## src/design/sim_consts.svh

```systemverilog
// Constants for the SDRAM init and mode register block.
// Assumes a 100 MHz clock; times are converted to cycles here.
`ifndef SIM_CONSTS_SVH
`define SIM_CONSTS_SVH
// Clock period
`define SIM_CLK_PERIOD_NS 10
// Power-up settle time
`define SIM_POWER_UP_US 100
`define SIM_POWER_UP_CYC (`SIM_POWER_UP_US * 1000 / `SIM_CLK_PERIOD_NS)
// Internal all-bank precharge time, rounded up
`define SIM_PRECHARGE_NS 20
`define SIM_PRECHARGE_CYC ((`SIM_PRECHARGE_NS + `SIM_CLK_PERIOD_NS - 1) / `SIM_CLK_PERIOD_NS)
// Mode load settle time, rounded up
`define SIM_MODE_LOAD_NS 20
`define SIM_MODE_LOAD_CYC ((`SIM_MODE_LOAD_NS + `SIM_CLK_PERIOD_NS - 1) / `SIM_CLK_PERIOD_NS)
// Mode register field positions
`define SIM_BURST_LSB 0
`define SIM_ORDER_BIT 3
`define SIM_LAT_LSB 4
`define SIM_OPMODE_LSB 7
`define SIM_WBURST_BIT 9
// Settings held before any load
`define SIM_MODE_DEFAULT 12'h030
// Refresh count needed before operation
`define SIM_MIN_REFRESH 2
`endif

```

## src/design/sim_pkg.sv

```systemverilog
// Types shared by the SDRAM init and mode register block.
// Assumes the pin command code is {row strobe, col strobe, write enable}.
package sim_pkg;
  // Pin commands, chip selected and clock enable high
  typedef enum logic [2:0] {
    CMD_LOAD = 3'h0,
    CMD_REFRESH = 3'h1,
    CMD_PRECHARGE = 3'h2,
    CMD_ACTIVE = 3'h3,
    CMD_WRITE = 3'h4,
    CMD_READ = 3'h5,
    CMD_TERMINATE = 3'h6,
    CMD_NOP = 3'h7
  } sim_cmd_type;
  // Initialisation progress, Gray coded along the path
  typedef enum logic [2:0] {
    ST_POWER = 3'h0,
    ST_WAIT_PRE = 3'h1,
    ST_PRECH = 3'h3,
    ST_IDLE = 3'h2,
    ST_READY = 3'h6
  } sim_state_type;
endpackage

```

## src/design/sim_fifo.sv

```systemverilog
// Word FIFO between the array read side and the data pins.
// Assumes one clock and a synchronous active-high reset.
`timescale 1ns/10ps
module sim_fifo #(
  parameter int WIDTH = 16,
  parameter int DEPTH = 8
) (
  // Clock and reset
  input wire logic clock_in,
  input wire logic sys_rst_in,
  // Fill side
  input wire logic in_valid_in,
  output logic in_ready_out,
  input wire logic [WIDTH-1:0] in_data_in,
  // Drain side
  output logic out_valid_out,
  input wire logic out_ready_in,
  output logic [WIDTH-1:0] out_data_out
);
  localparam int AW = $clog2(DEPTH);
  logic [WIDTH-1:0] mem_r [DEPTH]; // Storage
  logic [AW-1:0] wp_r, wp_nxt, rp_r, rp_nxt; // Pointers
  logic [AW:0] cnt_r, cnt_nxt; // Fill level
  logic push, pop;

  assign in_ready_out = (cnt_r != (AW+1)'(DEPTH));
  assign out_valid_out = (cnt_r != '0);
  assign out_data_out = mem_r[rp_r];
  assign push = in_valid_in && in_ready_out;
  assign pop = out_valid_out && out_ready_in;

  // Pointer and level update
  always_comb begin
    wp_nxt = wp_r;
    rp_nxt = rp_r;
    cnt_nxt = cnt_r;
    if (push) begin
      wp_nxt = (wp_r == AW'(DEPTH-1)) ? '0 : wp_r + 1'b1;
    end
    if (pop) begin
      rp_nxt = (rp_r == AW'(DEPTH-1)) ? '0 : rp_r + 1'b1;
    end
    if (push && !pop) begin
      cnt_nxt = cnt_r + 1'b1;
    end else if (pop && !push) begin
      cnt_nxt = cnt_r - 1'b1;
    end
  end

  // Registers
  always_ff @(posedge clock_in) begin
    if (sys_rst_in) begin
      wp_r <= '0;
      rp_r <= '0;
      cnt_r <= '0;
    end else begin
      wp_r <= wp_nxt;
      rp_r <= rp_nxt;
      cnt_r <= cnt_nxt;
    end
    if (push) begin
      mem_r[wp_r] <= in_data_in;
    end
  end
endmodule

```

## src/design/sim_core.sv

```systemverilog
// SDRAM power-up tracking, mode register and burst sequencing.
// Assumes pins are synchronous to clock_in; an array serves column beats.
`timescale 1ns/10ps
`include "sim_consts.svh"
// Notes on behaviour
// Controller waits 100 us, only NOP/inhibit
// Clock enable low, raised inside wait
// Precharge all, then idle after wait
// Two refreshes, each followed by wait
// More refresh loops are allowed
// Refreshes may follow the mode load
// Mode unknown at power-up; defaults apply
// Load selects mode when banks zero
// Data pins released on mode load
// Only NOPs during mode load wait
// Load mode only with banks idle
// Mode fields decode burst, latency, modes
// Upper mode bits and banks zero
// Lengths 1/2/4/8 plus sequential full page
// Burst stays in aligned column block
// Sequential adds, interleaved XORs offset
// Full page wraps at row end
// Length one ignores burst order
// Read drives at n+m-1, valid n+m
// Operating mode zero only is normal
// Write burst bit forces single writes
// Never program reserved field codes
// Times round up to whole clocks
// Burst and latency code assignments
module sim_core #(
  parameter int DQ_W = 16,
  parameter int COL_W = 9,
  parameter int ADDR_W = 12,
  parameter int FIFO_DEPTH = 8,
  parameter int POWER_UP_CYCLES = `SIM_POWER_UP_CYC
) (
  // Clock and reset
  input wire logic clock_in,
  input wire logic sys_rst_in,
  // Command pins
  input wire logic clock_enable_in,
  input wire logic chip_select_n_in,
  input wire logic row_strobe_n_in,
  input wire logic col_strobe_n_in,
  input wire logic write_enable_n_in,
  input wire logic [ADDR_W-1:0] addr_in,
  input wire logic [1:0] bank_select_in,
  // Data pins
  input wire logic [DQ_W-1:0] data_pins_in,
  output logic [DQ_W-1:0] data_pins_out,
  output logic data_pins_oe_out,
  // Array side
  output logic [COL_W-1:0] col_addr_out,
  output logic array_rd_req_out,
  input wire logic array_rd_valid_in,
  output logic array_rd_ready_out,
  input wire logic [DQ_W-1:0] array_rd_data_in,
  output logic array_wr_valid_out,
  output logic [DQ_W-1:0] array_wr_data_out,
  // Status
  output logic init_done_out,
  output logic mode_loaded_out,
  output logic seq_error_out,
  output logic [ADDR_W-1:0] mode_value_out
);
  localparam logic [15:0] PRE_CYC = 16'(`SIM_PRECHARGE_CYC);
  localparam logic [15:0] MRD_CYC = 16'(`SIM_MODE_LOAD_CYC);

  // Burst length from field code; reserved codes act as length one
  function automatic logic [3:0] len_of(input logic [2:0] code);
    if (code == 3'h1) return 4'h2;
    if (code == 3'h2) return 4'h4;
    if (code == 3'h3) return 4'h8;
    return 4'h1;
  endfunction

  // Column of one beat inside its block or page
  function automatic logic [COL_W-1:0] beat_col(input logic [COL_W-1:0] start,
      input logic [COL_W-1:0] beat, input logic [3:0] len, input logic full,
      input logic ilv);
    logic [COL_W-1:0] mask;
    mask = full ? '1 : COL_W'(len - 4'h1);
    if (ilv && !full) begin
      return (start & ~mask) | ((start ^ beat) & mask);
    end
    return (start & ~mask) | ((start + beat) & mask);
  endfunction

  sim_pkg::sim_cmd_type cmd; // Decoded command this edge
  sim_pkg::sim_state_type st_r, st_nxt; // Init progress
  logic [15:0] cnt_r, cnt_nxt; // Wait counter
  logic [1:0] ref_r, ref_nxt; // Refreshes seen, saturating
  logic [ADDR_W-1:0] mode_r, mode_nxt; // Mode register
  logic loaded_r, loaded_nxt; // Mode written since reset
  logic err_r, err_nxt; // Sequence violation seen
  logic [3:0] len_w; // Programmed burst length
  logic full_w, ilv_w, wsingle_w; // Decoded mode flags
  logic [1:0] lat_w; // Read latency in clocks
  logic can_load, rd_issue, wr_issue;
  logic act_r, act_nxt, wr_r, wr_nxt; // Burst running and its kind
  logic [COL_W-1:0] start_r, start_nxt, beat_r, beat_nxt, col_r, col_nxt;
  logic [3:0] blen_r, blen_nxt; // Length of the running burst
  logic rdreq_r, rdreq_nxt, wrv_r, wrv_nxt;
  logic [DQ_W-1:0] wrd_r, wrd_nxt, dq_r, dq_nxt;
  logic [2:0] pipe_r, pipe_nxt; // Read beats by age in clocks
  logic oe_r, oe_nxt, pop;
  logic fifo_valid;
  logic [DQ_W-1:0] fifo_data;

  // Command decode; clock enable low or deselect read as NOP
  always_comb begin
    cmd = sim_pkg::CMD_NOP;
    if (clock_enable_in && !chip_select_n_in) begin
      cmd = sim_pkg::sim_cmd_type'({row_strobe_n_in, col_strobe_n_in, write_enable_n_in});
    end
  end

  // Mode field decode
  always_comb begin
    len_w = len_of(mode_r[`SIM_BURST_LSB +: 3]);
    full_w = (mode_r[`SIM_BURST_LSB +: 3] == 3'h7);
    ilv_w = mode_r[`SIM_ORDER_BIT] && (len_w != 4'h1);
    lat_w = (mode_r[`SIM_LAT_LSB +: 3] == 3'h2) ? 2'h2 : 2'h3;
    wsingle_w = mode_r[`SIM_WBURST_BIT];
  end

  assign can_load = (st_r == sim_pkg::ST_IDLE || st_r == sim_pkg::ST_READY) && !act_r;
  assign rd_issue = (cmd == sim_pkg::CMD_READ) && (st_r == sim_pkg::ST_READY);
  assign wr_issue = (cmd == sim_pkg::CMD_WRITE) && (st_r == sim_pkg::ST_READY);

  // Init sequence and mode register next state
  always_comb begin
    st_nxt = st_r;
    cnt_nxt = cnt_r;
    ref_nxt = ref_r;
    mode_nxt = mode_r;
    loaded_nxt = loaded_r;
    err_nxt = err_r;
    case (st_r)
      sim_pkg::ST_POWER: begin
        // Count out the power-up settle time
        cnt_nxt = cnt_r + 16'h1;
        if (cnt_r == 16'(POWER_UP_CYCLES - 1)) begin
          st_nxt = sim_pkg::ST_WAIT_PRE;
          cnt_nxt = '0;
        end
        if (cmd != sim_pkg::CMD_NOP) begin
          err_nxt = 1'b1;
        end
      end
      sim_pkg::ST_WAIT_PRE: begin
        // Wait for precharge of all banks
        if (cmd == sim_pkg::CMD_PRECHARGE && addr_in[10]) begin
          st_nxt = sim_pkg::ST_PRECH;
          cnt_nxt = '0;
        end else if (cmd != sim_pkg::CMD_NOP) begin
          err_nxt = 1'b1;
        end
      end
      sim_pkg::ST_PRECH: begin
        // Banks finish precharging, then idle
        cnt_nxt = cnt_r + 16'h1;
        if (cnt_r == PRE_CYC - 16'h1) begin
          st_nxt = sim_pkg::ST_IDLE;
          cnt_nxt = '0;
        end
        if (cmd != sim_pkg::CMD_NOP) begin
          err_nxt = 1'b1;
        end
      end
      default: begin
        // Idle or ready: refresh counting, mode loading
        if (cnt_r != '0) begin
          cnt_nxt = cnt_r - 16'h1;
          if (cmd != sim_pkg::CMD_NOP) begin
            err_nxt = 1'b1;
          end
        end
        if (cmd == sim_pkg::CMD_REFRESH && ref_r != 2'h3) begin
          ref_nxt = ref_r + 2'h1;
        end
        if (cmd == sim_pkg::CMD_LOAD) begin
          if (!can_load) begin
            err_nxt = 1'b1;
          end else if (bank_select_in == 2'h0) begin
            mode_nxt = addr_in;
            loaded_nxt = 1'b1;
            cnt_nxt = MRD_CYC;
            if (addr_in[`SIM_OPMODE_LSB +: 2] != 2'h0) begin
              err_nxt = 1'b1;
            end
          end
        end
        if (st_r == sim_pkg::ST_IDLE && ref_r >= 2'(`SIM_MIN_REFRESH) && loaded_r) begin
          st_nxt = sim_pkg::ST_READY;
        end
      end
    endcase
  end

  // Init registers; mode starts at the unprogrammed defaults
  always_ff @(posedge clock_in) begin
    if (sys_rst_in) begin
      st_r <= sim_pkg::ST_POWER;
      cnt_r <= '0;
      ref_r <= '0;
      mode_r <= ADDR_W'(`SIM_MODE_DEFAULT);
      loaded_r <= 1'b0;
      err_r <= 1'b0;
    end else begin
      st_r <= st_nxt;
      cnt_r <= cnt_nxt;
      ref_r <= ref_nxt;
      mode_r <= mode_nxt;
      loaded_r <= loaded_nxt;
      err_r <= err_nxt;
    end
  end

  // Burst sequencer: beat zero goes out with the command
  always_comb begin
    act_nxt = act_r;
    wr_nxt = wr_r;
    start_nxt = start_r;
    beat_nxt = beat_r;
    blen_nxt = blen_r;
    col_nxt = col_r;
    rdreq_nxt = 1'b0;
    wrv_nxt = 1'b0;
    wrd_nxt = wrd_r;
    if (rd_issue || wr_issue) begin
      // New command interrupts any running burst
      start_nxt = addr_in[COL_W-1:0];
      blen_nxt = (wr_issue && wsingle_w) ? 4'h1 : len_w;
      act_nxt = ((wr_issue && wsingle_w) ? 1'b0 : full_w) || (blen_nxt != 4'h1);
      wr_nxt = wr_issue;
      beat_nxt = COL_W'(1);
      col_nxt = addr_in[COL_W-1:0];
      rdreq_nxt = rd_issue;
      wrv_nxt = wr_issue;
      wrd_nxt = data_pins_in;
    end else if (cmd == sim_pkg::CMD_TERMINATE || cmd == sim_pkg::CMD_PRECHARGE ||
        cmd == sim_pkg::CMD_LOAD) begin
      act_nxt = 1'b0;
    end else if (act_r) begin
      // Next beat of the running burst
      col_nxt = beat_col(start_r, beat_r, blen_r, full_w && blen_r == len_w, ilv_w);
      rdreq_nxt = !wr_r;
      wrv_nxt = wr_r;
      wrd_nxt = data_pins_in;
      beat_nxt = beat_r + COL_W'(1);
      if (!full_w && beat_r == COL_W'(blen_r - 4'h1)) begin
        act_nxt = 1'b0;
      end
    end
  end

  // Burst registers
  always_ff @(posedge clock_in) begin
    if (sys_rst_in) begin
      act_r <= 1'b0;
      wr_r <= 1'b0;
      start_r <= '0;
      beat_r <= '0;
      blen_r <= 4'h1;
      col_r <= '0;
      rdreq_r <= 1'b0;
      wrv_r <= 1'b0;
      wrd_r <= '0;
    end else begin
      act_r <= act_nxt;
      wr_r <= wr_nxt;
      start_r <= start_nxt;
      beat_r <= beat_nxt;
      blen_r <= blen_nxt;
      col_r <= col_nxt;
      rdreq_r <= rdreq_nxt;
      wrv_r <= wrv_nxt;
      wrd_r <= wrd_nxt;
    end
  end

  // Read beats age in the pipe; pins driven from age m-1, data at age m
  assign pop = pipe_r[lat_w - 2'h1];
  always_comb begin
    pipe_nxt = {pipe_r[1:0], rdreq_nxt};
    oe_nxt = pipe_r[lat_w - 2'h2] || pipe_r[lat_w - 2'h1];
    dq_nxt = (pop && fifo_valid) ? fifo_data : dq_r;
    if (cmd == sim_pkg::CMD_LOAD) begin
      pipe_nxt = '0;
      oe_nxt = 1'b0;
    end
  end

  // Read output registers
  always_ff @(posedge clock_in) begin
    if (sys_rst_in) begin
      pipe_r <= '0;
      oe_r <= 1'b0;
      dq_r <= '0;
    end else begin
      pipe_r <= pipe_nxt;
      oe_r <= oe_nxt;
      dq_r <= dq_nxt;
    end
  end

  // Read data buffer, drained by due beats only
  sim_fifo #(.WIDTH(DQ_W), .DEPTH(FIFO_DEPTH)) u_fifo (
    .clock_in(clock_in),
    .sys_rst_in(sys_rst_in),
    .in_valid_in(array_rd_valid_in),
    .in_ready_out(array_rd_ready_out),
    .in_data_in(array_rd_data_in),
    .out_valid_out(fifo_valid),
    .out_ready_in(pop),
    .out_data_out(fifo_data)
  );

  assign data_pins_out = dq_r;
  assign data_pins_oe_out = oe_r;
  assign col_addr_out = col_r;
  assign array_rd_req_out = rdreq_r;
  assign array_wr_valid_out = wrv_r;
  assign array_wr_data_out = wrd_r;
  assign init_done_out = (st_r == sim_pkg::ST_READY);
  assign mode_loaded_out = loaded_r;
  assign seq_error_out = err_r;
  assign mode_value_out = mode_r;

  release_on_load_a: assert property (@(posedge clock_in) disable iff (sys_rst_in)
    cmd == sim_pkg::CMD_LOAD |=> !data_pins_oe_out ##1 !data_pins_oe_out)
    else $error("data pins driven after mode load");
  lat_two_a: assert property (@(posedge clock_in) disable iff (sys_rst_in)
    (rd_issue && lat_w == 2'h2) |=> ##1 data_pins_oe_out ##1 data_pins_oe_out)
    else $error("latency two drive window wrong");
  lat_three_a: assert property (@(posedge clock_in) disable iff (sys_rst_in)
    (rd_issue && lat_w == 2'h3 && pipe_r == '0) |=> !oe_r ##1 !oe_r ##1 oe_r)
    else $error("latency three drive start wrong");
  mode_load_a: assert property (@(posedge clock_in) disable iff (sys_rst_in)
    (cmd == sim_pkg::CMD_LOAD && can_load && bank_select_in == 2'h0) |=>
    mode_value_out == $past(addr_in) && mode_loaded_out)
    else $error("mode register not loaded");
  bank_guard_a: assert property (@(posedge clock_in) disable iff (sys_rst_in)
    (cmd == sim_pkg::CMD_LOAD && bank_select_in != 2'h0) |=> $stable(mode_value_out))
    else $error("mode changed with nonzero bank");
  prech_done_a: assert property (@(posedge clock_in) disable iff (sys_rst_in)
    $rose(st_r == sim_pkg::ST_PRECH) |-> ##(`SIM_PRECHARGE_CYC) st_r == sim_pkg::ST_IDLE)
    else $error("idle not reached after precharge");
  single_write_a: assert property (@(posedge clock_in) disable iff (sys_rst_in)
    (wr_issue && wsingle_w) |=> !act_r && array_wr_valid_out ##1 !array_wr_valid_out)
    else $error("write burst not single");
  len_one_a: assert property (@(posedge clock_in) disable iff (sys_rst_in)
    (rd_issue && len_w == 4'h1 && !full_w) |=> col_addr_out == $past(addr_in[COL_W-1:0]) && !act_r)
    else $error("length one burst wrong");
  pair_wrap_a: assert property (@(posedge clock_in) disable iff (sys_rst_in)
    (rd_issue && len_w == 4'h2 && !full_w) |=> ##1 col_addr_out == ($past(col_addr_out) ^ COL_W'(1)))
    else $error("block of two order wrong");
  page_runs_a: assert property (@(posedge clock_in) disable iff (sys_rst_in)
    (act_r && full_w && blen_r == len_w && cmd == sim_pkg::CMD_NOP) |=> act_r)
    else $error("full page burst stopped");
endmodule

```

## config.mk

```make
export PLATFORM = sky130hd
export DESIGN_NAME = sim_core
export DESIGN_NICKNAME = d
export VERILOG_FILES = /design/src/design/sim_pkg.sv /design/src/design/sim_fifo.sv /design/src/design/sim_core.sv
export VERILOG_INCLUDE_DIRS = /design/src /design/src/design
export SDC_FILE = /design/constraint.sdc
export NUM_CORES = 1
export LEC_CHECK = 0
export BUFFER_PORTS_ARGS = -buffer_cell sky130_fd_sc_hd__buf_4
export CORE_UTILIZATION = 50
export CTS_CLUSTER_DIAMETER = 40
export DETAILED_ROUTE_END_ITERATION = 12
export HOLD_SLACK_MARGIN = 0.1
export PLACE_DENSITY = 0.73
export REMOVE_ABC_BUFFERS = 1
export SETUP_SLACK_MARGIN = 0.15
export SLEW_MARGIN = 0
export SYNTH_ARGS = -nofsm -noshare
export SYNTH_HDL_FRONTEND = slang
export SYNTH_SLANG_ARGS = --single-unit
```

## constraint.sdc

```tcl
create_clock -name clock_in -period 3.4 [get_ports clock_in]
set_input_delay 0.34 -clock clock_in [delete_from_list [all_inputs] [get_ports clock_in]]
set_output_delay 0.34 -clock clock_in [all_outputs]
set_load 0.1 [all_outputs]
```

# == Yosys cells after proc, flatten, opt, wreduce, memory -nomap -nowiden ==
# Memories as Yosys holds them, arrays and structs flattened. A register that Yosys moved wholly into a read port is not among the register bits.
# Index checks and enable logic that the tools add are counted.
# word_totals
latch_bits,0
mem_bits_rw,128
register_bits,100
output_inout_bits,60
rom_bits,0
mem_count,1
# op_classes
n_reduce_logical,48
n_shift,0
n_mul,0
bitwise,9
add_sub_neg,12
n_eq_ne,30
n_div,0
order_cmp,3
muxes,73
# mem_list
name,words,word_bits,read_ports,rd_clocked_by_memory_dff,write_ports,line,rtl
u_fifo.mem_r,8,16,1,1,1,sim_fifo.sv:21,logic [WIDTH-1:0] mem_r [DEPTH];
# op_table
operator,count
16-bit 2-to-1 mux,10
9-bit 2-to-1 mux,6
16-bit one-hot mux with 3 select lines,1
1-bit 2-to-1 mux,36
4-bit 2-to-1 mux,9
9-bit AND,3
"3-bit == test, second input constant",7
3-bit 2-to-1 mux,7
"3-bit by 2-bit == test with 1-bit output, second input constant",6
9-bit OR,2
1-bit logical AND,17
"16-bit by 1-bit adder with 16-bit output, second input constant",1
"16-bit by 1-bit == test with 1-bit output, second input constant",1
"16-bit by 14-bit == test with 1-bit output, second input constant",1
16-bit nonzero test,1
"16-bit by 1-bit subtractor with 16-bit output, second input constant",1
"2-bit != test, second input constant",6
"9-bit by 1-bit adder with 9-bit output, second input constant",1
9-bit adder,1
"3-bit by 1-bit == test with 1-bit output, second input constant",3
9-bit == test,1
9-bit inverter,1
3-bit one-hot mux with 3 select lines,1
9-bit bitwise XOR,1
other kinds (26),51

# == Logic depth before layout (Yosys ltp) ==
# Gate-level depths: netlist of run 1.
# depth
ltp_word,20
depth_mapped,14

# == Modules after synthesis ==
# A second synthesis of run 1 with hierarchy kept.
# unflattened
cells_unflattened,948
hier_area_um2,11146.9
# modules_own_cells
module,cells_each,area_each_um2,n_inst
sim_core,688,5574.1,1
sim_fifo,260,5572.8,1

# == Least setup slack after synthesis of run 1 ==
# OpenSTA, ideal clock, no wires.
# synth_path
kind,register to register
from,reg u_fifo.cnt_r[0]
to,"mem u_fifo.mem_r[4][0], enable pin"
stages_incl_launch_ff,5
required_ns,2.964
setup_slack_ns,-0.360
arrival_ns,3.323
setup_ns,0.436
cell_sequence,dfxtp_1 nor3_1 nand2_1 nand2_1 nor4b_1
# synth_between
elab_chain_len,4
# synth_lines
item,line,rtl
"start, declared",sim_fifo.sv:23,"logic [AW:0] cnt_r, cnt_nxt;"
"start signal, assigned",sim_fifo.sv:59,cnt_r <= cnt_nxt;
4-bit != test,sim_fifo.sv:26,assign in_ready_out = (cnt_r != (AW+1)'(DEPTH));
via array_rd_ready_out,sim_core.sv:56,"output logic array_rd_ready_out,"
1-bit logical AND,sim_fifo.sv:29,assign push = in_valid_in && in_ready_out;
1-bit 2-to-1 mux,sim_fifo.sv:61,if (push) begin
1-bit 2-to-1 mux (not written as such),sim_fifo.sv:62,mem_r[wp_r] <= in_data_in;
"end, declared",sim_fifo.sv:21,
# The timed path passes the listed nets, and every way through them passes these cells.

# == Worst setup path in the final report of run 1 ==
# layout_path
from,reg cnt_r[1]
to,reg cnt_r[3]
# layout_between
elab_chain_len,6
# layout_lines
item,line,rtl
"start, declared",sim_core.sv:91,"logic [15:0] cnt_r, cnt_nxt;"
"start signal, assigned",sim_core.sv:212,cnt_r <= cnt_nxt;
16-bit by 1-bit subtractor with 16-bit output / 16-bit nonzero test (equally long branches),"sim_core.sv:174, sim_core.sv:173",
16-bit 2-to-1 mux,sim_core.sv:173,if (cnt_r != '0) begin
16-bit 2-to-1 mux,sim_core.sv:185,end else if (bank_select_in == 2'h0) begin
16-bit 2-to-1 mux,sim_core.sv:183,if (!can_load) begin
16-bit 2-to-1 mux,sim_core.sv:182,if (cmd == sim_pkg::CMD_LOAD) begin
16-bit one-hot mux with 3 select lines (*),sim_core.sv:139,case (st_r)
# Every way passes the cells marked *; elsewhere a longest branch is shown, timed or not.
# A chain may end at the register's enable or synchronous reset.

==> reports/results.env, run 1 <==
POWER_LEAKAGE_nW=4.871
PLACE.DETAILED.INSTANCES=1302
CTS_SETUP_BUFFERS=0
R2R-END='cnt_r[3]'
CP-START-KIND='register'
SYNTH_AREA_MM2=0.01086
DIE_W_UM=149.4
SYNTH_FF_TYPE='sky130_fd_sc_hd__edfxtp_1'
CRIT_PATH_START='cnt_r[1]'
POWER.DENSITY_mW_PER_MM2=554.7
DRV_SLEW=0
INSTANCES_NO_FILL=1403
PRE_CTS_SLACK_PS=756.6
SLEW-LIMIT-HEADROOM=0.3622
TRITONCTS_NUM_SINKS=244
ASYNCSETRESETFLOPFRACSYNTH=0
GRT_FIRST_PASS_WIRELENGTH_UM=40150
MAXCLOCKFREQUENCY_GHz=0.3764
START_UTIL=0.5136
CRITICAL_PATH_ARRIVAL_PS=3090
GRT_START_MAX_NET_PINS=68
GRT_USE_MET3=0.04312
TIMING.FINAL.CRIT_SHARE=0.7813
SYNTHDISTINCTLIBCELLS=67
TOTAL_POWER_mW=7.571
YOSYS.AREA.TOP_TYPE='sky130_fd_sc_hd__edfxtp_1'
NUM_ANTENNA_CELLS=0
SYNTH_ENABLE_FLOP_CELLS=128
RSZ0062_AT_GRT='false'
POST_SYNTH.CELL_AREA_AVG_UM2=11.46
POWER.SWITCHING_mW=1.703
REG2REG_FROM='cnt_r[1]'
SEQPWRFRAC=0.428
SYNTH-SEQ-AREA-SHARE=0.5675
SYNTH.TOP_CELLS.BY_AREA='sky130_fd_sc_hd__edfxtp_1, sky130_fd_sc_hd__dfxtp_1, sky130_fd_sc_hd__mux4_2'
HOLDCRITPATHCLASS='in -> reg'
GRT_MOST_USED_LAYER='met2'
FP.DIEH_UM=149.4
GR-USAGE-MET1=0.3078
ANTENNA_FOUND_INITIAL=0
VIAS=7990
CLOCK_TREE.HTREE_LEVEL_COUNT=2
SYNTH-SEQ-CELLS=244
AREA_GROWTH_PCT=25.64
FINALNETCOUNT=1180
GP_CONGESTION=0.8900
POST_DRT_WL_PER_CELL_UM=18.01
ENDPOINT='cnt_r[3]'
FIN_WORST_SKEW_PS=26.78
SHARE_OF_POWER_BURNED_IN_THE_CLOCK_NETWORK=0.499
DRV_CAP=0
DRT_PASS1_ITERATIONS=5
FINAL_CRITICAL_PATH_SETUP_SLACK_PS=743.5
SYNTHDOMINANTCELLAREASHARE=0.3538
FIN_SETUP_TNS_PS=0
HOLDWS_PS=109.7
CTS-ROOT-BUF='sky130_fd_sc_hd__clkbuf_16'
CTS_TREE='built'
DETAILED_PLACE_HPWL_UM=15910
PERIOD_MINUS_SLACK_PS=2656
DRIVE_ABOVE_1_SHARE=0.2181
TIMING.CRITICAL_PATH.TO_TYPE='register'
CTS-HOLD-FIX-BUFFERS=39
DRC_ERRORS=0
CTS.REPAIR.RESIZED=0
CLK_PIN_SLEW_WORST_PATHS_PS=50
FP-ROW-COUNT=53
ANT_NETS=0
OVERFLOW=0
NETLIST_INSTANCES=948
PLACEMENT.IO_BUFFERS=113
DETAIL_ROUTE.WIRELENGTH_UM=25270
NUMBER_OF_GLOBAL_ROUTE_VIAS_BEFORE_REPAIR=7787
FF2FF_PATH_DEPTH=8
NETLIST_TOP_CELLS_COUNT='sky130_fd_sc_hd__edfxtp_1, sky130_fd_sc_hd__dfxtp_1, sky130_fd_sc_hd__nand2_1'
P_INT_mW=5.868
NFILLCELLS=1614
TIMING.CRITICAL_PATH.FANOUT_MAX=9
VIAS_PER_CELL=5.695
LATER_PIN_CLOCK_LATENCY_IN_THE_SKEW_REPORT_PS=520
MAX-CLOCK-PATH-BUFFERS=3
YOSYSWARNINGCOUNT=0
DRT_ITER0_MARKERS=501
WORSTHOLDSTART='addr_in[10]'
TIMING_HOLD_VIOLATIONS_FINAL=0
IO_PINS=114
POWER.COMBINATIONAL.FRACTION=0.073
TIMING_WORST_SETUP_PATH_TYPE='reg -> reg'
DIEAREA_MM2=0.02232
RUN_STATUS='complete, no violations'
SWITCHING_SHARE=0.2249
COREAREA_MM2=0.02115
WORSTPATHREQUIRED_PS=3830
SYNTH.MOST_COMMON_CELL='sky130_fd_sc_hd__edfxtp_1'
NUMCTSBUFFERS=34
SETUP_SLACK_ON_THE_WORST_FLOP_TO_FLOP_PATH_PS=740
VDD.IR_DROP.WORST_uV=514.3
GRT.TOTAL_USAGE=0.2299
GLOBALROUTEMET2UTIL=0.3738
WORSTMARGINPINSLEW_PS=950.3
SETUP_VIOL=0
## cell families (layout without fill, tap and decap cells)
logic type                 Yosys count  count (layout)  synth area share
buffers and inverters               73             253           0.02718
and+or+nand+nor                    327             327            0.1442
xor gates and xnor gates            34              34           0.02741
AOI/OAI and AO/OA                  177             177            0.1042
DFF                                244             244            0.5675
muxes                               68              68           0.09951
adders and majority gates           25              25           0.02994
## power groups by stage
stage	combinational (mW)	clock (mW)	sequential, mW
5_1_grt	0.612	3.93	3.25
3_3_place_gp	0.507	0	3.29
6_report	0.556	3.78	3.24
3_5_place_dp	0.515	0	3.30
4_1_cts	0.555	3.83	3.24
2_1_floorplan	0.312	0	3.29
## critical path, stage by stage (launching register included)
cell and delay, ps:
sky130_fd_sc_hd__dfxtp_1 350, sky130_fd_sc_hd__inv_1 110, sky130_fd_sc_hd__ha_1 240, sky130_fd_sc_hd__or4b_2 660
sky130_fd_sc_hd__nor4_4 380, sky130_fd_sc_hd__or4_1 180, sky130_fd_sc_hd__a21oi_1 70, sky130_fd_sc_hd__or4b_1 510
sky130_fd_sc_hd__o21ai_1 80
## worst min-delay path by stage
stage                            endpoint  depth (start not counted)
floorplan                           act_r                          1
global placement     array_wr_data_out[9]                          2
detailed placement  array_wr_data_out[12]                          2
CTS                                  wr_r                          2
global route            mode_value_out[4]                          3
finish                 mode_value_out[10]                          3
## area by class of cell
| class | count | area [um^2] | area share |
|---|---|---|---|
| clock buffer | 45 | 943.4 | 0.06912 |
| tap | 275 | 344.1 | 0.02521 |
| inverter | 17 | 63.81 | 0.004675 |
| clock inverter | 17 | 282.8 | 0.02072 |
| sequential | 244 | 6167 | 0.4518 |
| timing repair buffer | 174 | 1404 | 0.1029 |
| multi-input combinational | 631 | 4444 | 0.3256 |
## metrics by stage
stage / utilization / area, um^2
2_1_floorplan: - / 10630
3_3_place_gp: 0.5688 / 12030
3_5_place_dp: 0.5688 / 12030
6_report: 0.6452 / 13650
4_1_cts: 0.6452 / 13650
5_1_grt: 0.6452 / 13650
## layout by cell type (no fill, tap or decap), types with 35 or more instances in the layout
cell                            count
sky130_fd_sc_hd__a21oi_1           65
sky130_fd_sc_hd__buf_4            135
sky130_fd_sc_hd__clkbuf_16         35
sky130_fd_sc_hd__dfxtp_1          115
sky130_fd_sc_hd__dlygate4sd3_1     39
sky130_fd_sc_hd__edfxtp_1         128
sky130_fd_sc_hd__mux2i_1           36
sky130_fd_sc_hd__nand2_1          105
sky130_fd_sc_hd__nor2_1            83
sky130_fd_sc_hd__nor3_1            37
## flip-flops by register name, summed over array words and instances, names as in the netlist, 9 cells and up
| register | cells |
|---|---|
| array_wr_data_out | 16 |
| beat_r | 9 |
| cnt_r | 16 |
| col_addr_out | 9 |
| data_pins_out | 16 |
| mode_value_out | 12 |
| start_r | 9 |
| u_fifo.mem_r | 128 |
## metal layers
| metal | share of wire | wire, um | vias to the layer above |
|---|---|---|---|
| li1 | - | - | 3842 |
| met1 | 0.44 | 11130 | 3865 |
| met2 | 0.48 | 12010 | 226 |
| met3 | 0.059 | 1481 | 57 |
| met4 | 0.026 | 648 | 0 |
| met5 | 0 | 0 | - |
Note: power is estimated with default switching activity, not from simulation.
==> run 2, diff against run 1 <==
--- a/config.mk
+++ b/config.mk
@@ -11,7 +11,7 @@
 export CTS_CLUSTER_DIAMETER = 40
 export DETAILED_ROUTE_END_ITERATION = 12
 export HOLD_SLACK_MARGIN = 0.1
-export PLACE_DENSITY = 0.73
+export PLACE_DENSITY = 0.76
 export REMOVE_ABC_BUFFERS = 1
 export SETUP_SLACK_MARGIN = 0.15
 export SLEW_MARGIN = 0
==> constraint.sdc (replaced) <==
create_clock -name clock_in -period 2.4 [get_ports clock_in]
set_input_delay 0.24 -clock clock_in [delete_from_list [all_inputs] [get_ports clock_in]]
set_output_delay 0.24 -clock clock_in [all_outputs]
set_load 0.1 [all_outputs]
==> run 2 against run 1 <==
  * Clock skew is 18 ps lower
  * Largest power group is now registers
  * Register-to-register slack worse by 650 ps
  * Sequential cell count stayed put
  * Non-clock buffer count is 62 higher
  * Global-route usage is 0.68 points higher
  * First-iteration DRC count is 19% higher
  * Die area stayed put
==> reports/results.env, run 2 (synthesis results as in run 1) <==
RUN_STATUS='complete, no violations'
VDD.IR_DROP.WORST_uV=660.8
FF_LATCH_AREA_MM2=0.006177
IO_PINS=114
GRT_START_MAX_NET_PINS=58
PLACEMENT.IO_BUFFERS=113
CTS_TREE='built'
NUM_ANTENNA_CELLS=0
DRT_PASS1_ITERATIONS=7
FIN_SETUP_TNS_PS=0
GRT.TOTAL_USAGE=0.2366
REGISTER_WITH_THE_HIGHEST_FLOP_COUNT='u_fifo.mem_r'
GRT_FIRST_PASS_WIRELENGTH_UM=41410
PERIOD_MINUS_SLACK_PS=2305
INSTANCES_NO_FILL=1462
TIMING_HOLD_VIOLATIONS_FINAL=0
TRITONCTS_NUM_SINKS=244
DRV_CAP=0
LEADING_CELL_TYPE_IN_THE_LAYOUT_FILL_AND_TAPS_EXCLUDED='sky130_fd_sc_hd__buf_4'
ANTENNA_FOUND_INITIAL=0
POST-ROUTE-UTIL=0.6724
POWER_LEAKAGE_nW=5.130
GP_CONGESTION=0.8881
POST_DRT_WL_PER_CELL_UM=18.17
DETAILED_PLACE_HPWL_UM=16540
VIAS=8359
LAYOUT_COMMON_CELLS='sky130_fd_sc_hd__buf_4, sky130_fd_sc_hd__edfxtp_1, sky130_fd_sc_hd__dfxtp_1, sky130_fd_sc_hd__nand2_1, sky130_fd_sc_hd__nor2_1'
DRV_SLEW=0
NUMCTSBUFFERS=31
NUMBER_OF_GLOBAL_ROUTE_VIAS_BEFORE_REPAIR=8200
TIMING_WORST_SETUP_PATH_TYPE='reg -> reg'
VIAS_PER_CELL=5.718
START_UTIL=0.5136
TIMING.CRITICAL_PATH.CELLS='nor3b_4 > nor2b_2 > a21oi_2 > nor2_2 > inv_1 > ha_2 > inv_2 > ha_1 > a21o_1 > a21oi_2 > xnor2_1 > or3_1 > a21oi_1'
AREA_GROWTH_PCT=30.92
CLK_PIN_SLEW_WORST_PATHS_PS=60
LARGEST_REGISTER_FFS=128
CTS-ROOT-BUF='sky130_fd_sc_hd__clkbuf_16'
CPPEAKSTAGEDELAY_PS=330
DRIVE_ABOVE_1_SHARE=0.2873
CP-START-KIND='register'
MAX-CLOCK-PATH-BUFFERS=3
RSZ0062_AT_GRT='true'
POWER.DENSITY_mW_PER_MM2=714.2
CLOCK_TREE.HTREE_LEVEL_COUNT=1
FP-ROW-COUNT=53
PLACE.DETAILED.INSTANCES=1346
MAXCLOCKFREQUENCY_GHz=0.4339
CRITICAL_PATH_ARRIVAL_PS=2790
DRT_ITER0_MARKERS=594
NFILLCELLS=1512
WORSTPATHREQUIRED_PS=2880
FIN_WORST_SKEW_PS=8.542
LATER_PIN_CLOCK_LATENCY_IN_THE_SKEW_REPORT_PS=550
DETAIL_ROUTE.WIRELENGTH_UM=26560
DIEAREA_MM2=0.02232
WORSTMARGINPINSLEW_PS=669.8
CP_COMMON_CELL='sky130_fd_sc_hd__a21oi_2'
TIMING.CRITICAL_PATH.TO_TYPE='register'
TIMING.CRITICAL_PATH.FANOUT_MAX=3
TIMING.FINAL.CRIT_SHARE=0.9603
ANT_NETS=0
FINALNETCOUNT=1240
SLEW-LIMIT-HEADROOM=0.5535
FP.DIEH_UM=149.4
OVERFLOW=0
COREAREA_MM2=0.02115
DRC_ERRORS=0
HOLDWS_PS=145.5
DIE_W_UM=149.4
MULTI_INPUT_LOGIC_AREA_MM2=0.004696
TOTAL_POWER_mW=10.16
HOLDCRITPATHCLASS='in -> reg'
SETUP_VIOL=0
CPMAXSTAGEDELAYCELL='sky130_fd_sc_hd__dfxtp_2'
==> run 2: changes by cell type in the layout (fill, tap and decap cells not counted), moves of 4 or more <==
cell                            change
sky130_fd_sc_hd__bufinv_16          -4
sky130_fd_sc_hd__dlygate4sd3_1      +7
sky130_fd_sc_hd__buf_4             +52
sky130_fd_sc_hd__clkbuf_16          -4
sky130_fd_sc_hd__dfxtp_1            -6
sky130_fd_sc_hd__a21oi_2            +4
sky130_fd_sc_hd__a21oi_1            -4
sky130_fd_sc_hd__dfxtp_2            +5
sky130_fd_sc_hd__ha_1               -4
==> run 2: final timing paths <==
| kind | depth (start not counted) | to | startpoint | slack, ps |
|---|---|---|---|---|
| max reg2reg | 13 | u_fifo.cnt_r[3] | mode_value_out[4] | 100 |
| min reg2reg | 2 | array_wr_data_out[14] | array_wr_data_out[14] | 450 |
| min | 2 | mode_loaded_out | sys_rst_in | 150 |
| max | 13 | u_fifo.cnt_r[3] | mode_value_out[4] | 100 |
==> run 2: stage by stage <==
stage          area [um^2]  worst slack, ps
6_report             14220            95.32
5_1_grt              14220           -53.84
4_1_cts              13990            109.8
3_5_place_dp         12390           -141.0
3_3_place_gp         12390           -20.21
2_1_floorplan        10630            -1821
==> run 2: routing by layer <==
metal	part of all wire	wire length (um)	up-vias	GRT usage
li1	-	-	3969	-
met1	0.41	11020	4026	0.2960
met2	0.49	13060	296	0.4130
met3	0.063	1680	68	0.03945
met4	0.030	801	0	0.08061
met5	0	0	-	0
==> run 2: worst max-delay path: cells and delay by family (launching register included) <==
kind / cells / cell delay, ps
adders and majority gates: 2 / 440
DFF: 1 / 330
AOI/OAI and AO/OA: 4 / 590
xor gates and xnor gates: 1 / 90
buffers and inverters: 2 / 100
and+or+nand+nor: 4 / 690
==> run 2: what timing repair did <==
action | in CTS | in global routing
gates resized for setup | 19 | 40
cloned | 1 | 0
setup endpoints to repair | 10 | 14
endpoints found under the hold margin | 176 | 0
hold buffers | 46 | 0
pin swaps | 8 | 24
buffers inserted | 4 | 7
==> run 2: layout make-up <==
| class | instances | area share |
|---|---|---|
| clock inverter | 19 | 0.01346 |
| multi-input combinational | 632 | 0.3301 |
| clock buffer | 39 | 0.05876 |
| tap | 275 | 0.02419 |
| sequential | 244 | 0.4343 |
| timing repair buffer | 236 | 0.1347 |
| inverter | 17 | 0.004486 |
==> run 2: where the power goes <==
part / switching [mW] / internal [mW] / total, mW
Combinational: 0.558 / 0.499 / 1.06
Sequential: 0.0746 / 4.51 / 4.59
Clock: 1.80 / 2.72 / 4.52
==> run 3, diff against run 2 <==
--- a/config.mk
+++ b/config.mk
@@ -8,10 +8,11 @@
 export LEC_CHECK = 0
 export BUFFER_PORTS_ARGS = -buffer_cell sky130_fd_sc_hd__buf_4
 export CORE_UTILIZATION = 50
+export CTS_BUF_LIST = sky130_fd_sc_hd__clkbuf_8
 export CTS_CLUSTER_DIAMETER = 40
 export DETAILED_ROUTE_END_ITERATION = 12
 export HOLD_SLACK_MARGIN = 0.1
-export PLACE_DENSITY = 0.76
+export PLACE_DENSITY = 0.73
 export REMOVE_ABC_BUFFERS = 1
 export SETUP_SLACK_MARGIN = 0.15
 export SLEW_MARGIN = 0
==> constraint.sdc (replaced) <==
create_clock -name clock_in -period 2.5 [get_ports clock_in]
set_input_delay 0.25 -clock clock_in [delete_from_list [all_inputs] [get_ports clock_in]]
set_output_delay 0.25 -clock clock_in [all_outputs]
set_load 0.1 [all_outputs]
==> run 3 against run 2 <==
  * Worst hold slack barely moved
  * Sequential cell count did not move
  * Sequential power fell by 4%
  * Die area did not move
  * Sequential share of layout area rose by 1.7 points
==> reports/results.env, run 3 (synthesis results as in run 1) <==
RUN_STATUS='complete, no violations'
DRC_ERRORS=0
CTS_TREE='built'
PLACEMENT.IO_BUFFERS=113
VIAS_PER_CELL=5.574
VDD.IR_DROP.WORST_uV=491.9
TIMING.CRITICAL_PATH.CELLS='nor3b_4 > buf_4 > a21oi_2 > nor2_2 > inv_1 > ha_2 > inv_2 > ha_4 > a21o_1 > a21oi_2 > xnor2_1 > or3_1 > a21oi_1'
FINALNETCOUNT=1228
POST_DRT_WL_PER_CELL_UM=17.77
POWER.SWITCHING_mW=2.157
AREA_GROWTH_PCT=25.95
MAXCLOCKFREQUENCY_GHz=0.4285
MAX-CLOCK-PATH-BUFFERS=3
CP_COMMON_CELL='sky130_fd_sc_hd__a21oi_2'
ANT_NETS=0
TOTAL_POWER_mW=8.718
NUMBER_OF_GLOBAL_ROUTE_VIAS_BEFORE_REPAIR=7950
TIMING_WORST_SETUP_PATH_TYPE='reg -> reg'
FP-ROW-COUNT=53
DETAILED_PLACE_HPWL_UM=16710
RSZ0062_AT_GRT='true'
POWER.COMBINATIONAL.FRACTION=0.101
CLOCK_TREE.HTREE_LEVEL_COUNT=2
PLACE.DETAILED.INSTANCES=1329
DRT_ITER0_MARKERS=574
NUM_ANTENNA_CELLS=0
FIN_WORST_SKEW_PS=15.75
NFILLCELLS=1600
CPMAXSTAGEDELAYCELL='sky130_fd_sc_hd__dfxtp_1'
SHARE_OF_POWER_BURNED_IN_THE_CLOCK_NETWORK=0.394
INSTANCES_NO_FILL=1458
IO_PINS=114
WORSTMARGINPINSLEW_PS=699.2
START_UTIL=0.5136
GRT_START_MAX_NET_PINS=66
TIMING.CRITICAL_PATH.FANOUT_MAX=3
TIMING.FINAL.CRIT_SHARE=0.9335
CP-START-KIND='register'
MIN_DELAY_PATH_DEPTH=5
TIMING.CRITICAL_PATH.TO_TYPE='register'
CRIT_FAMILY='simple AND/OR/NAND/NOR gates'
TIMING.CRITICAL_PATH.DEPTH=13
WORSTPATHREQUIRED_PS=2980
SETUP_VIOL=0
CPPEAKSTAGEDELAY_PS=330
GRT.TOTAL_USAGE=0.2321
ANTENNA_FOUND_INITIAL=0
CLK_PIN_SLEW_WORST_PATHS_PS=60
DRV_CAP=0
DIEAREA_MM2=0.02232
COREAREA_MM2=0.02115
LARGEST_REGISTER_FFS=128
TRITONCTS_NUM_SINKS=244
POST-ROUTE-UTIL=0.6468
SEQPWRFRAC=0.505
CTS-ROOT-BUF='sky130_fd_sc_hd__clkbuf_8'
DIE_W_UM=149.4
DRT_PASS1_ITERATIONS=5
POWER_LEAKAGE_nW=4.986
GRT_FIRST_PASS_WIRELENGTH_UM=40430
NUMCTSBUFFERS=42
LATER_PIN_CLOCK_LATENCY_IN_THE_SKEW_REPORT_PS=550
POWER.DENSITY_mW_PER_MM2=637.1
CRITICAL_PATH_ARRIVAL_PS=2810
DRV_SLEW=0
SLEW-LIMIT-HEADROOM=0.5338
PERIOD_MINUS_SLACK_PS=2334
FIN_SETUP_TNS_PS=0
LEADING_CELL_TYPE_IN_THE_LAYOUT_FILL_AND_TAPS_EXCLUDED='sky130_fd_sc_hd__buf_4'
LAYOUT_COMMON_CELLS='sky130_fd_sc_hd__buf_4, sky130_fd_sc_hd__edfxtp_1, sky130_fd_sc_hd__dfxtp_1, sky130_fd_sc_hd__nand2_1, sky130_fd_sc_hd__nor2_1'
VIAS=8127
TIMING_HOLD_VIOLATIONS_FINAL=0
REGISTER_WITH_THE_HIGHEST_FLOP_COUNT='u_fifo.mem_r'
OVERFLOW=0
FINALINSTANCEAREA_MM2=0.01368
TIMING.CRITICAL_PATH.BUF_INV=3
SWITCHING_SHARE=0.2474
HOLDCRITPATHCLASS='in -> reg'
DRIVE_ABOVE_1_SHARE=0.2536
FP.DIEH_UM=149.4
PLACE_AREA_MM2=0.01225
GP_CONGESTION=0.9235
P_INT_mW=6.561
DETAIL_ROUTE.WIRELENGTH_UM=25910
FF2FF_PATH_DEPTH=13
[run 3: cell count changes in the layout (fill, tap and decap cells not counted), sizes merged]
cell         before  now
a31o              4    3
buf             190  167
bufinv            2    1
clkbuf           39   46
clkinv            7    6
clkinvlp          3    0
dlygate4sd3      46   47
inv              24   41
[run 3: path summary, 6_finish.rpt]
path	startpoint	to	slack [ps]
hold reg to reg	array_wr_data_out[8]	array_wr_data_out[8]	460
setup / recovery	mode_value_out[4]	u_fifo.cnt_r[3]	170
setup reg to reg	mode_value_out[4]	u_fifo.cnt_r[3]	170
hold / removal	array_rd_valid_in	u_fifo.wp_r[2]	150
[run 3: layer usage]
layer,global-route usage,wire (um),vias to the layer above,part of all wire
met2,0.3940,12930,237,0.50
met5,0,0,-,0
met4,0.07755,540,0,0.021
met3,0.03823,1374,41,0.053
li1,-,-,3933,-
met1,0.3011,11070,3916,0.43
[run 3: power by group through the flow]
stage / clock, mW / sequential (mW) / combinational [mW]
after floorplan: 0 / 4.48 / 0.424
after global placement: 0 / 4.47 / 0.749
after detailed placement: 0 / 4.48 / 0.763
after CTS: 3.52 / 4.40 / 0.864
after global routing: 3.69 / 4.41 / 0.963
final: 3.44 / 4.40 / 0.878
[run 3: per-stage QoR]
step                hold WS (ps)  setup WS (ps)
detailed placement         445.1         -214.2
CTS                        117.0          77.34
global route               162.2          47.84
finish                     145.6          166.4
global placement           438.6         -43.09
floorplan                  319.1          -1721
[run 3: final cells by class]
cell class,instances,area [um^2],share of cell area
Timing Repair Buffer,214,1749,0.1278
Multi-Input combinational cell,631,4547,0.3323
Inverter,17,63.81,0.004664
Clock inverter,31,173.9,0.01271
Sequential cell,244,6172,0.4511
Clock buffer,46,633.1,0.04627
Tap cell,275,344.1,0.02515
[run 3: worst register-to-register path: stages, from the launching register on]
cell	delay (ps)
sky130_fd_sc_hd__dfxtp_1	330
sky130_fd_sc_hd__nor3b_4	230
sky130_fd_sc_hd__buf_4	150
sky130_fd_sc_hd__a21oi_2	60
sky130_fd_sc_hd__nor2_2	100
sky130_fd_sc_hd__inv_1	60
sky130_fd_sc_hd__ha_2	190
sky130_fd_sc_hd__inv_2	100
sky130_fd_sc_hd__ha_4	210
sky130_fd_sc_hd__a21o_1	180
sky130_fd_sc_hd__a21oi_2	140
sky130_fd_sc_hd__xnor2_1	80
sky130_fd_sc_hd__or3_1	310
sky130_fd_sc_hd__a21oi_1	140
[run 3: what timing repair did]
action,CTS,global route
endpoints found under the hold margin,186,0
pin swaps,2,7
hold buffers,47,0
setup buffers,5,0
endpoints found under the setup margin,7,17
resized for setup,10,18
